===== config.mk =====
export PLATFORM = sky130hd
export DESIGN_NAME = spw_pin_top
export DESIGN_NICKNAME = d
export VERILOG_FILES = /design/src/logic/spw_pkg.sv /design/src/logic/spw_erase_if.sv /design/src/logic/spw_erase_debounce.sv /design/src/logic/spw_pin_top.sv
export SDC_FILE = /design/constraint.sdc
export NUM_CORES = 1
export LEC_CHECK = 0
export BUFFER_PORTS_ARGS = -buffer_cell sky130_fd_sc_hd__buf_2
export CAP_MARGIN = 20
export CELL_PAD_IN_SITES_DETAIL_PLACEMENT = 2
export CELL_PAD_IN_SITES_GLOBAL_PLACEMENT = 2
export CORE_UTILIZATION = 33
export DETAILED_ROUTE_END_ITERATION = 16
export PLACE_DENSITY_LB_ADDON = 0.1
export SETUP_SLACK_MARGIN = 0.5
export SLEW_MARGIN = 25
export SYNTH_ARGS = -nofsm -noshare
export SYNTH_HDL_FRONTEND = slang
export SYNTH_HIERARCHICAL = 1
export SYNTH_SLANG_ARGS = --single-unit

===== constraint.sdc =====
create_clock -name clk_i -period 2.5 [get_ports clk_i]
set_clock_uncertainty 0.2 [all_clocks]
set_input_delay 0.25 -clock clk_i [delete_from_list [all_inputs] [get_ports clk_i]]
set_output_delay 0.25 -clock clk_i [all_outputs]
set_load 0.02 [all_outputs]

===== src/logic/spw_pkg.sv =====
// Package of constants for the system pin wake, reset and erase block
package spw_pkg;
   // Main clock rate
   localparam int CLK_MHZ = 250;
   // Slow clock rate used to debounce the erase pin
   localparam int SLOW_HZ = 32768;
   // Number of wake-up inputs
   localparam int WAKE_N = 19;
   // Least low time of the driven reset pin, in ns
   localparam int RST_MIN_NS = 1000;
   // Cycles for the least reset pulse, rounded up
   localparam int RST_MIN_CYC = (RST_MIN_NS * CLK_MHZ + 999) / 1000;
   // Erase pin ignore limit and guaranteed limit, in ms
   localparam int ERASE_IGNORE_MS = 100;
   localparam int ERASE_SURE_MS = 220;
   // Chosen threshold between the two limits, in ms
   localparam int ERASE_THR_MS = 160;
   // Threshold in slow clock cycles
   localparam int ERASE_THR_CYC = (SLOW_HZ * ERASE_THR_MS) / 1000;
   // Width of the debounce counter
   localparam int ERASE_CNT_W = 16;
   // Width of the reset pulse counter
   localparam int RST_CNT_W = 10;
   // Synchroniser lanes and their positions
   localparam int SYNC_N = 4;
   localparam int SYNC_SLOW = 0;
   localparam int SYNC_ERASE = 1;
   localparam int SYNC_RST = 2;
   localparam int SYNC_WAKE = 3;
   // Reset values of the synchronised lanes: reset pin idles high
   localparam logic [SYNC_N-1:0] SYNC_INIT = 4'h4;
endpackage : spw_pkg


===== src/logic/spw_erase_if.sv =====
// Interface between the pin top and the erase debouncer
`timescale 1ns/1ns
`default_nettype none
interface spw_erase_if;
   logic level;      // Filtered erase pin level, system function only
   logic tick;       // One-cycle pulse per slow clock rising edge
   logic hit;        // One-cycle pulse when the threshold is reached
   modport owner (output level, output tick, input hit);
   modport debouncer (input level, input tick, output hit);
endinterface : spw_erase_if
`default_nettype wire


===== src/logic/spw_erase_debounce.sv =====
// Slow clock debouncer for the erase request pin
`timescale 1ns/1ns
`default_nettype none
module spw_erase_debounce #(
   parameter logic [spw_pkg::ERASE_CNT_W-1:0] THR_CYC =
      spw_pkg::ERASE_CNT_W'(spw_pkg::ERASE_THR_CYC)
) (
   // Clock and reset
   input wire logic clk_i,
   input wire logic reset_i,
   // Link to the pin top
   spw_erase_if.debouncer er
);
   ////////////////////////////////////////////////////////////////////////////
   logic [spw_pkg::ERASE_CNT_W-1:0] cnt_reg;  // Slow cycles seen high
   logic done_reg;                            // Threshold reached this hold
   logic hit_reg;                             // Output pulse

   // Count slow edges while high; any low level restarts the count
   always_ff @(posedge clk_i) begin
      if (reset_i || !er.level) begin
         cnt_reg <= '0;  // Glitch shorter than threshold is forgotten
      end else if (er.tick && cnt_reg != THR_CYC) begin
         cnt_reg <= cnt_reg + 1'b1;  // Counted on slow clock only
      end
   end

   // One request per hold; held pin does not retrigger
   always_ff @(posedge clk_i) begin
      if (reset_i || !er.level) begin
         done_reg <= 1'b0;
         hit_reg <= 1'b0;
      end else begin
         hit_reg <= (cnt_reg == THR_CYC) && !done_reg;  // Fixed threshold
         if (cnt_reg == THR_CYC) begin
            done_reg <= 1'b1;
         end
      end
   end

   assign er.hit = hit_reg;
endmodule : spw_erase_debounce
`default_nettype wire


===== src/logic/spw_pin_top.sv =====
// System pin logic: fast wake-up, external reset pin and erase request pin
//
// Summary of operation
// - Low wake input during wait starts fast start-up
// - Wake detection is clockless, one request out
// - Request restarts RC oscillator, 4 MHz, CPU clock
// - Reset pin is bidirectional, either side pulls low
// - Pin reset hits core, peripherals, not backup
// - External low pulse of two or more cycles accepted; own drive held minimum
// - Reset pin is input after power-up
// - Valid erase returns flash to all ones
// - Erase pin sampled on main clock, debounced on slow clock
// - Erase high under 100 ms is ignored
// - Erase pin starts in system function
// - Erase pin as output never erases
// - Shared system pins start in system function
// - Valid erase clears every region lock bit
// - Security bit cleared only after full erase
`timescale 1ns/1ns
`default_nettype none
module spw_pin_top #(
   // Debounce threshold in slow clock cycles; shorten for simulation
   parameter int ERASE_THR_CYC = spw_pkg::ERASE_THR_CYC
) (
   // Clock and reset
   input wire logic clk_i,
   input wire logic reset_i,
   // Wake-up inputs and power manager link
   input wire logic [spw_pkg::WAKE_N-1:0] wake_inputs_n_i,
   input wire logic wait_mode_i,
   output logic fast_startup_o,
   output logic rc_restart_o,
   output logic mck_rc4_sel_o,
   output logic cpu_clk_en_o,
   // External reset pin and reset controller
   input wire logic rstc_assert_i,
   input wire logic ext_rst_pin_i,
   output logic ext_rst_pin_o,
   output logic ext_rst_pin_oe_o,
   output logic core_periph_reset_o,
   // Slow clock sampled as a plain input
   input wire logic slow_clk_i,
   // Erase pin and flash controller link
   input wire logic erase_pin_i,
   input wire logic erase_gpio_sel_i,
   input wire logic erase_done_i,
   output logic erase_start_o,
   output logic lock_clear_o,
   output logic security_clear_o,
   output logic erase_busy_o
);
   ////////////////////////////////////////////////////////////////////////////
   // Fast start-up request, no clock anywhere on this path
   logic wake_any;

   // Any low wake input while waiting raises the request at once
   assign wake_any = ~&wake_inputs_n_i;
   assign fast_startup_o = wake_any & wait_mode_i;

   ////////////////////////////////////////////////////////////////////////////
   // Pin synchronisers, three stages each
   logic [spw_pkg::SYNC_N-1:0] raw;       // Raw pin levels
   logic [spw_pkg::SYNC_N-1:0] s1_reg;    // First stage, read by s2 only
   logic [spw_pkg::SYNC_N-1:0] s2_reg;    // Second stage
   logic [spw_pkg::SYNC_N-1:0] s3_reg;    // Third stage
   logic [spw_pkg::SYNC_N-1:0] filt_reg;  // Accepted level

   assign raw[spw_pkg::SYNC_SLOW] = slow_clk_i;
   assign raw[spw_pkg::SYNC_ERASE] = erase_pin_i;
   assign raw[spw_pkg::SYNC_RST] = ext_rst_pin_i;
   assign raw[spw_pkg::SYNC_WAKE] = fast_startup_o;

   // A change counts once the second and third stages agree
   for (genvar g = 0; g < spw_pkg::SYNC_N; g++) begin : g_sync
      always_ff @(posedge clk_i) begin
         if (reset_i) begin
            s1_reg[g] <= spw_pkg::SYNC_INIT[g];
            s2_reg[g] <= spw_pkg::SYNC_INIT[g];
            s3_reg[g] <= spw_pkg::SYNC_INIT[g];
            filt_reg[g] <= spw_pkg::SYNC_INIT[g];
         end else begin
            s1_reg[g] <= raw[g];
            s2_reg[g] <= s1_reg[g];
            s3_reg[g] <= s2_reg[g];
            if (s2_reg[g] == s3_reg[g]) begin
               filt_reg[g] <= s3_reg[g];
            end
         end
      end
   end

   ////////////////////////////////////////////////////////////////////////////
   // Power manager reaction to the wake request
   logic wake_d_reg;  // Previous filtered wake level

   // Edge of the synchronised request starts the restart sequence
   always_ff @(posedge clk_i) begin
      if (reset_i) begin
         wake_d_reg <= 1'b0;
         rc_restart_o <= 1'b0;
      end else begin
         wake_d_reg <= filt_reg[spw_pkg::SYNC_WAKE];
         rc_restart_o <= filt_reg[spw_pkg::SYNC_WAKE] & ~wake_d_reg;
      end
   end

   // Master clock held on the 4 MHz RC until wait mode is left
   always_ff @(posedge clk_i) begin
      if (reset_i) begin
         mck_rc4_sel_o <= 1'b0;
      end else if (rc_restart_o) begin
         mck_rc4_sel_o <= 1'b1;  // Set wins over release
      end else if (!wait_mode_i) begin
         mck_rc4_sel_o <= 1'b0;
      end
   end

   // Processor clock stops on entry to wait, returns on wake
   always_ff @(posedge clk_i) begin
      if (reset_i) begin
         cpu_clk_en_o <= 1'b1;
      end else if (rc_restart_o) begin
         cpu_clk_en_o <= 1'b1;
      end else if (wait_mode_i && !filt_reg[spw_pkg::SYNC_WAKE]) begin
         cpu_clk_en_o <= 1'b0;
      end
   end

   ////////////////////////////////////////////////////////////////////////////
   // External reset pin
   logic [spw_pkg::RST_CNT_W-1:0] rst_cnt_reg;  // Cycles left of own pulse

   // Own pulse lasts at least the minimum even if the request is brief
   always_ff @(posedge clk_i) begin
      if (reset_i) begin
         rst_cnt_reg <= '0;  // Pin left as input after power-up
      end else if (rstc_assert_i) begin
         rst_cnt_reg <= spw_pkg::RST_CNT_W'(spw_pkg::RST_MIN_CYC);
      end else if (rst_cnt_reg != '0) begin
         rst_cnt_reg <= rst_cnt_reg - 1'b1;
      end
   end

   // Open-drain style drive: only ever pull low
   assign ext_rst_pin_o = 1'b0;
   assign ext_rst_pin_oe_o = (rst_cnt_reg != '0);

   // A low held two or more cycles on the pin resets core and peripherals; backup untouched
   // because no backup reset is produced here at all
   always_ff @(posedge clk_i) begin
      if (reset_i) begin
         core_periph_reset_o <= 1'b0;
      end else begin
         core_periph_reset_o <= ~filt_reg[spw_pkg::SYNC_RST];
      end
   end

   ////////////////////////////////////////////////////////////////////////////
   // Erase pin function select and slow clock edge
   logic gpio_mode_reg;  // Erase pin handed to general I/O
   logic slow_d_reg;     // Previous filtered slow clock

   // Comes up in system function; software moves it later
   always_ff @(posedge clk_i) begin
      if (reset_i) begin
         gpio_mode_reg <= 1'b0;
      end else begin
         gpio_mode_reg <= erase_gpio_sel_i;
      end
   end

   // Slow clock rising edge detector on the filtered level
   always_ff @(posedge clk_i) begin
      if (reset_i) begin
         slow_d_reg <= 1'b0;
      end else begin
         slow_d_reg <= filt_reg[spw_pkg::SYNC_SLOW];
      end
   end

   spw_erase_if er ();

   // In I/O mode the pin level never reaches the debouncer
   assign er.level = filt_reg[spw_pkg::SYNC_ERASE] & ~gpio_mode_reg;
   assign er.tick = filt_reg[spw_pkg::SYNC_SLOW] & ~slow_d_reg;

   spw_erase_debounce #(
      .THR_CYC(spw_pkg::ERASE_CNT_W'(ERASE_THR_CYC))
   ) u_debounce (
      .clk_i(clk_i),
      .reset_i(reset_i),
      .er(er)
   );

   ////////////////////////////////////////////////////////////////////////////
   // Erase sequencing toward the flash controller

   // Start full erase to all ones and unlock every region together
   always_ff @(posedge clk_i) begin
      if (reset_i) begin
         erase_start_o <= 1'b0;
         lock_clear_o <= 1'b0;
      end else begin
         erase_start_o <= er.hit & ~erase_busy_o;
         lock_clear_o <= er.hit & ~erase_busy_o;
      end
   end

   // Busy from start until the flash reports the full erase complete
   always_ff @(posedge clk_i) begin
      if (reset_i) begin
         erase_busy_o <= 1'b0;
      end else if (erase_start_o) begin
         erase_busy_o <= 1'b1;
      end else if (erase_done_i) begin
         erase_busy_o <= 1'b0;
      end
   end

   // Security clear only on completion of a pin-started erase
   always_ff @(posedge clk_i) begin
      if (reset_i) begin
         security_clear_o <= 1'b0;
      end else begin
         security_clear_o <= erase_busy_o & erase_done_i;
      end
   end
endmodule : spw_pin_top
`default_nettype wire


==> flow_summary.ini <==
[cts]
clock-sinks = 54
worstSkewPairLatency_ps = 310
numCtsBuffers = 5
postCtsSetupBuffers = 0
tritoncts = built
root_buffer = clkbuf_8
clk_pin_slew_ps = 100
cts_htree_levels = 2
clockBufferDepth = 2

[power]
irDropWorstVdd_v = 0.0003219
power.leakage_nw = 0.9960
cellPowerDensity_nw_per_um2 = 582.3

[grt]
track_usage = 0.1621
antenna_found_initial = 0
grt_max_degree = 36
overflow = 0
grt_pass1_wl_mm = 9.183
grt_pass1_vias = 2040

[timing]
fin_hold_ws_ps = 84.78
fin_crit_sh = 0.7526
slew_headroom = 0.5487
tns_ps = 0
finalHoldViolCount = 0
tightestPinTransition_ps = 677.0
fin_crit_ps = 1882
fmaxAchievable_ghz = 0.5315
drv_slew = 0
rsz0062_at_grt = yes
fin_ws_ps = 618.5
finalSetupViolations = 0

[logic_synthesis]
ys_ff_latch = 54
ys_seq_area_frac = 0.4957
synth-edff-count = 0
syn_area_um2 = 2181
synthFlopType = dfxtp_1
syn_inst = 240
synth.distinct_cells = 39
avgSynthCellArea_um2 = 9.087
synth_warnings = 6
async_reset_ff_frac = 0
synth_fp_nets = 271

[floorplan]
row_count = 29
die_area_um2 = 6938
start_util = 0.3434
core_area_um2 = 6350
fp.dieH_um = 83.30
ios = 39
dieWidth_um = 83.30

[detailed_routing]
detail_route.vias_per_cell = 5.179
drt-pass1-iter-count = 3
vias = 1880
wirelength_mm = 5.211
first_iter_violations = 65
drc_errors = 0
wl_per_cell_um = 14.36
drtAntennaViolNets = 0

[flow_run]
cap_violations = 0

[final_layout]
final_util = 0.4112
final-instance-count-excl-fill = 363
layout-drive-gt1-share = 0.2168
fin_nets = 317
syn_to_final_growth_pct = 19.74
largest_reg_flops = 16
n_antenna_cell = 0

[status]
outcome = completed

[setup_path]
worst-setup-path-type = flip-flop to flip-flop
cp_slowest_cell = dfxtp_1
path_max_fanout = 8
start_kind = flip-flop
cp.required_ps = 2540
path_cells = nand4_4, or3_1, or4_1, a21oi_1
end_kind = flip-flop
slowest_delay_ps = 460
arrival_ps = 1920

[placed_design]
hpwl_mm = 3.827
dp_cells = 350
port_buffers = 37
gp_congestion = 0.7138
pre_cts_ws_ps = 612.1

[worst_hold_path]
hp-class = input pin to flip-flop
[cell usage in the layout (no fill, tap or decap), types with 2 or more instances in the layout]
| cell type | count |
|---|---|
| a211oi_1 | 2 |
| a21oi_1 | 15 |
| and3_1 | 3 |
| buf_2 | 37 |
| buf_4 | 6 |
| clkbuf_8 | 5 |
| clkinv_2 | 2 |
| dfxtp_1 | 54 |
| dlygate4sd3_1 | 6 |
| ha_1 | 3 |
| inv_1 | 11 |
| mux2i_1 | 2 |
| nand2_1 | 10 |
| nand3_1 | 7 |
| nand4_1 | 13 |
| nor2_1 | 22 |
| nor2b_1 | 16 |
| nor3_1 | 16 |
| nor3b_1 | 2 |
| nor4_1 | 5 |
| nor4b_1 | 3 |
| o21ai_0 | 7 |
| o31ai_1 | 4 |
| or2_2 | 3 |
| or3_1 | 3 |
| or4_1 | 2 |
| xnor2_1 | 7 |
| xor2_1 | 4 |
[critical path: cells and delay by family, from the launching register on]
kind	cells	cell delay, ps
AO/OA/AOI/OAI	1	150
flip-flops	1	460
AND/OR/NAND/NOR	3	1000
[kinds of logic (layout without fill, tap and decap cells)]
group	Yosys count	count (layout)	share of synthesized area
compound gates	34	34	0.09352
xor+xnor	11	11	0.04418
fa+ha+maj	3	3	0.01721
buf+inv	21	67	0.03959
flops	54	54	0.4957
mux	3	3	0.01434
other cells	1	1	0.001720
simple gates	113	113	0.2937
[synthesized netlist by cell type, drive strengths merged, types with 3 or more instances]
| cell | count | share of area |
|---|---|---|
| nor2b | 17 | 0.049 |
| xor2 | 4 | 0.016 |
| nand3 | 8 | 0.021 |
| nor3 | 16 | 0.037 |
| nand2 | 10 | 0.017 |
| o31ai | 4 | 0.014 |
| or2 | 3 | 0.0086 |
| nor4b | 3 | 0.012 |
| clkbuf | 8 | 0.014 |
| o21ai | 7 | 0.016 |
| nor2 | 22 | 0.038 |
| ha | 3 | 0.017 |
| and3 | 3 | 0.0086 |
| xnor2 | 7 | 0.028 |
| nor4 | 6 | 0.020 |
| nand4 | 14 | 0.047 |
| dfxtp | 54 | 0.50 |
| a21oi | 15 | 0.034 |
| inv | 11 | 0.019 |
| or3 | 4 | 0.012 |
[timing repair]
| action | CTS | global route |
|---|---|---|
| endpoints found under the hold margin | 6 | 0 |
| hold buffers | 6 | 0 |
| gates resized for setup | 0 | 2 |
| setup endpoints to repair | 0 | 4 |
[stage by stage]
stage,cell area [um^2],total power [mW]
floorplan,2181,1.007
global placement,2462,1.058
detailed placement,2462,1.063
CTS,2601,1.547
global route,2611,1.604
finish,2611,1.521
[routing by layer]
layer,global-route usage,vias up,share of wire
met1,0.1848,913,0.44
met3,0.03479,6,0.030
met4,0.04232,0,0.0098
li1,-,932,-
met5,0,-,0
met2,0.3033,29,0.52
[where the power goes]
group | total, mW | internal (mW) | leakage [nW] | switching [mW]
Clock | 0.468 | 0.189 | 0.0438 | 0.279
Combinational | 0.146 | 0.0695 | 0.512 | 0.0763
Sequential | 0.907 | 0.884 | 0.440 | 0.0228
Total | 1.52 | 1.14 | 0.996 | 0.378
[final cells by class]
type,instances,area (um^2)
flip-flops and latches,54,1081
well taps,77,96.34
fillers,727,3739
multi-input cells,165,1023
clock inverters,2,10.01
repair buffers,49,290.3
clock buffers,5,68.82
inverters,11,41.29
[path summary, 6_finish.rpt]
kind	start	to	slack, ps	depth (start not counted)
min reg2reg	wake_d_reg	rc_restart_o	200	1
max	u_debounce/cnt_reg[4]	u_debounce/cnt_reg[15]	620	4
min	wake_inputs_n_i[14]	s1_reg[3]	80	3
max reg2reg	u_debounce/cnt_reg[4]	u_debounce/cnt_reg[15]	620	4
(Power assumes the default switching activity.)
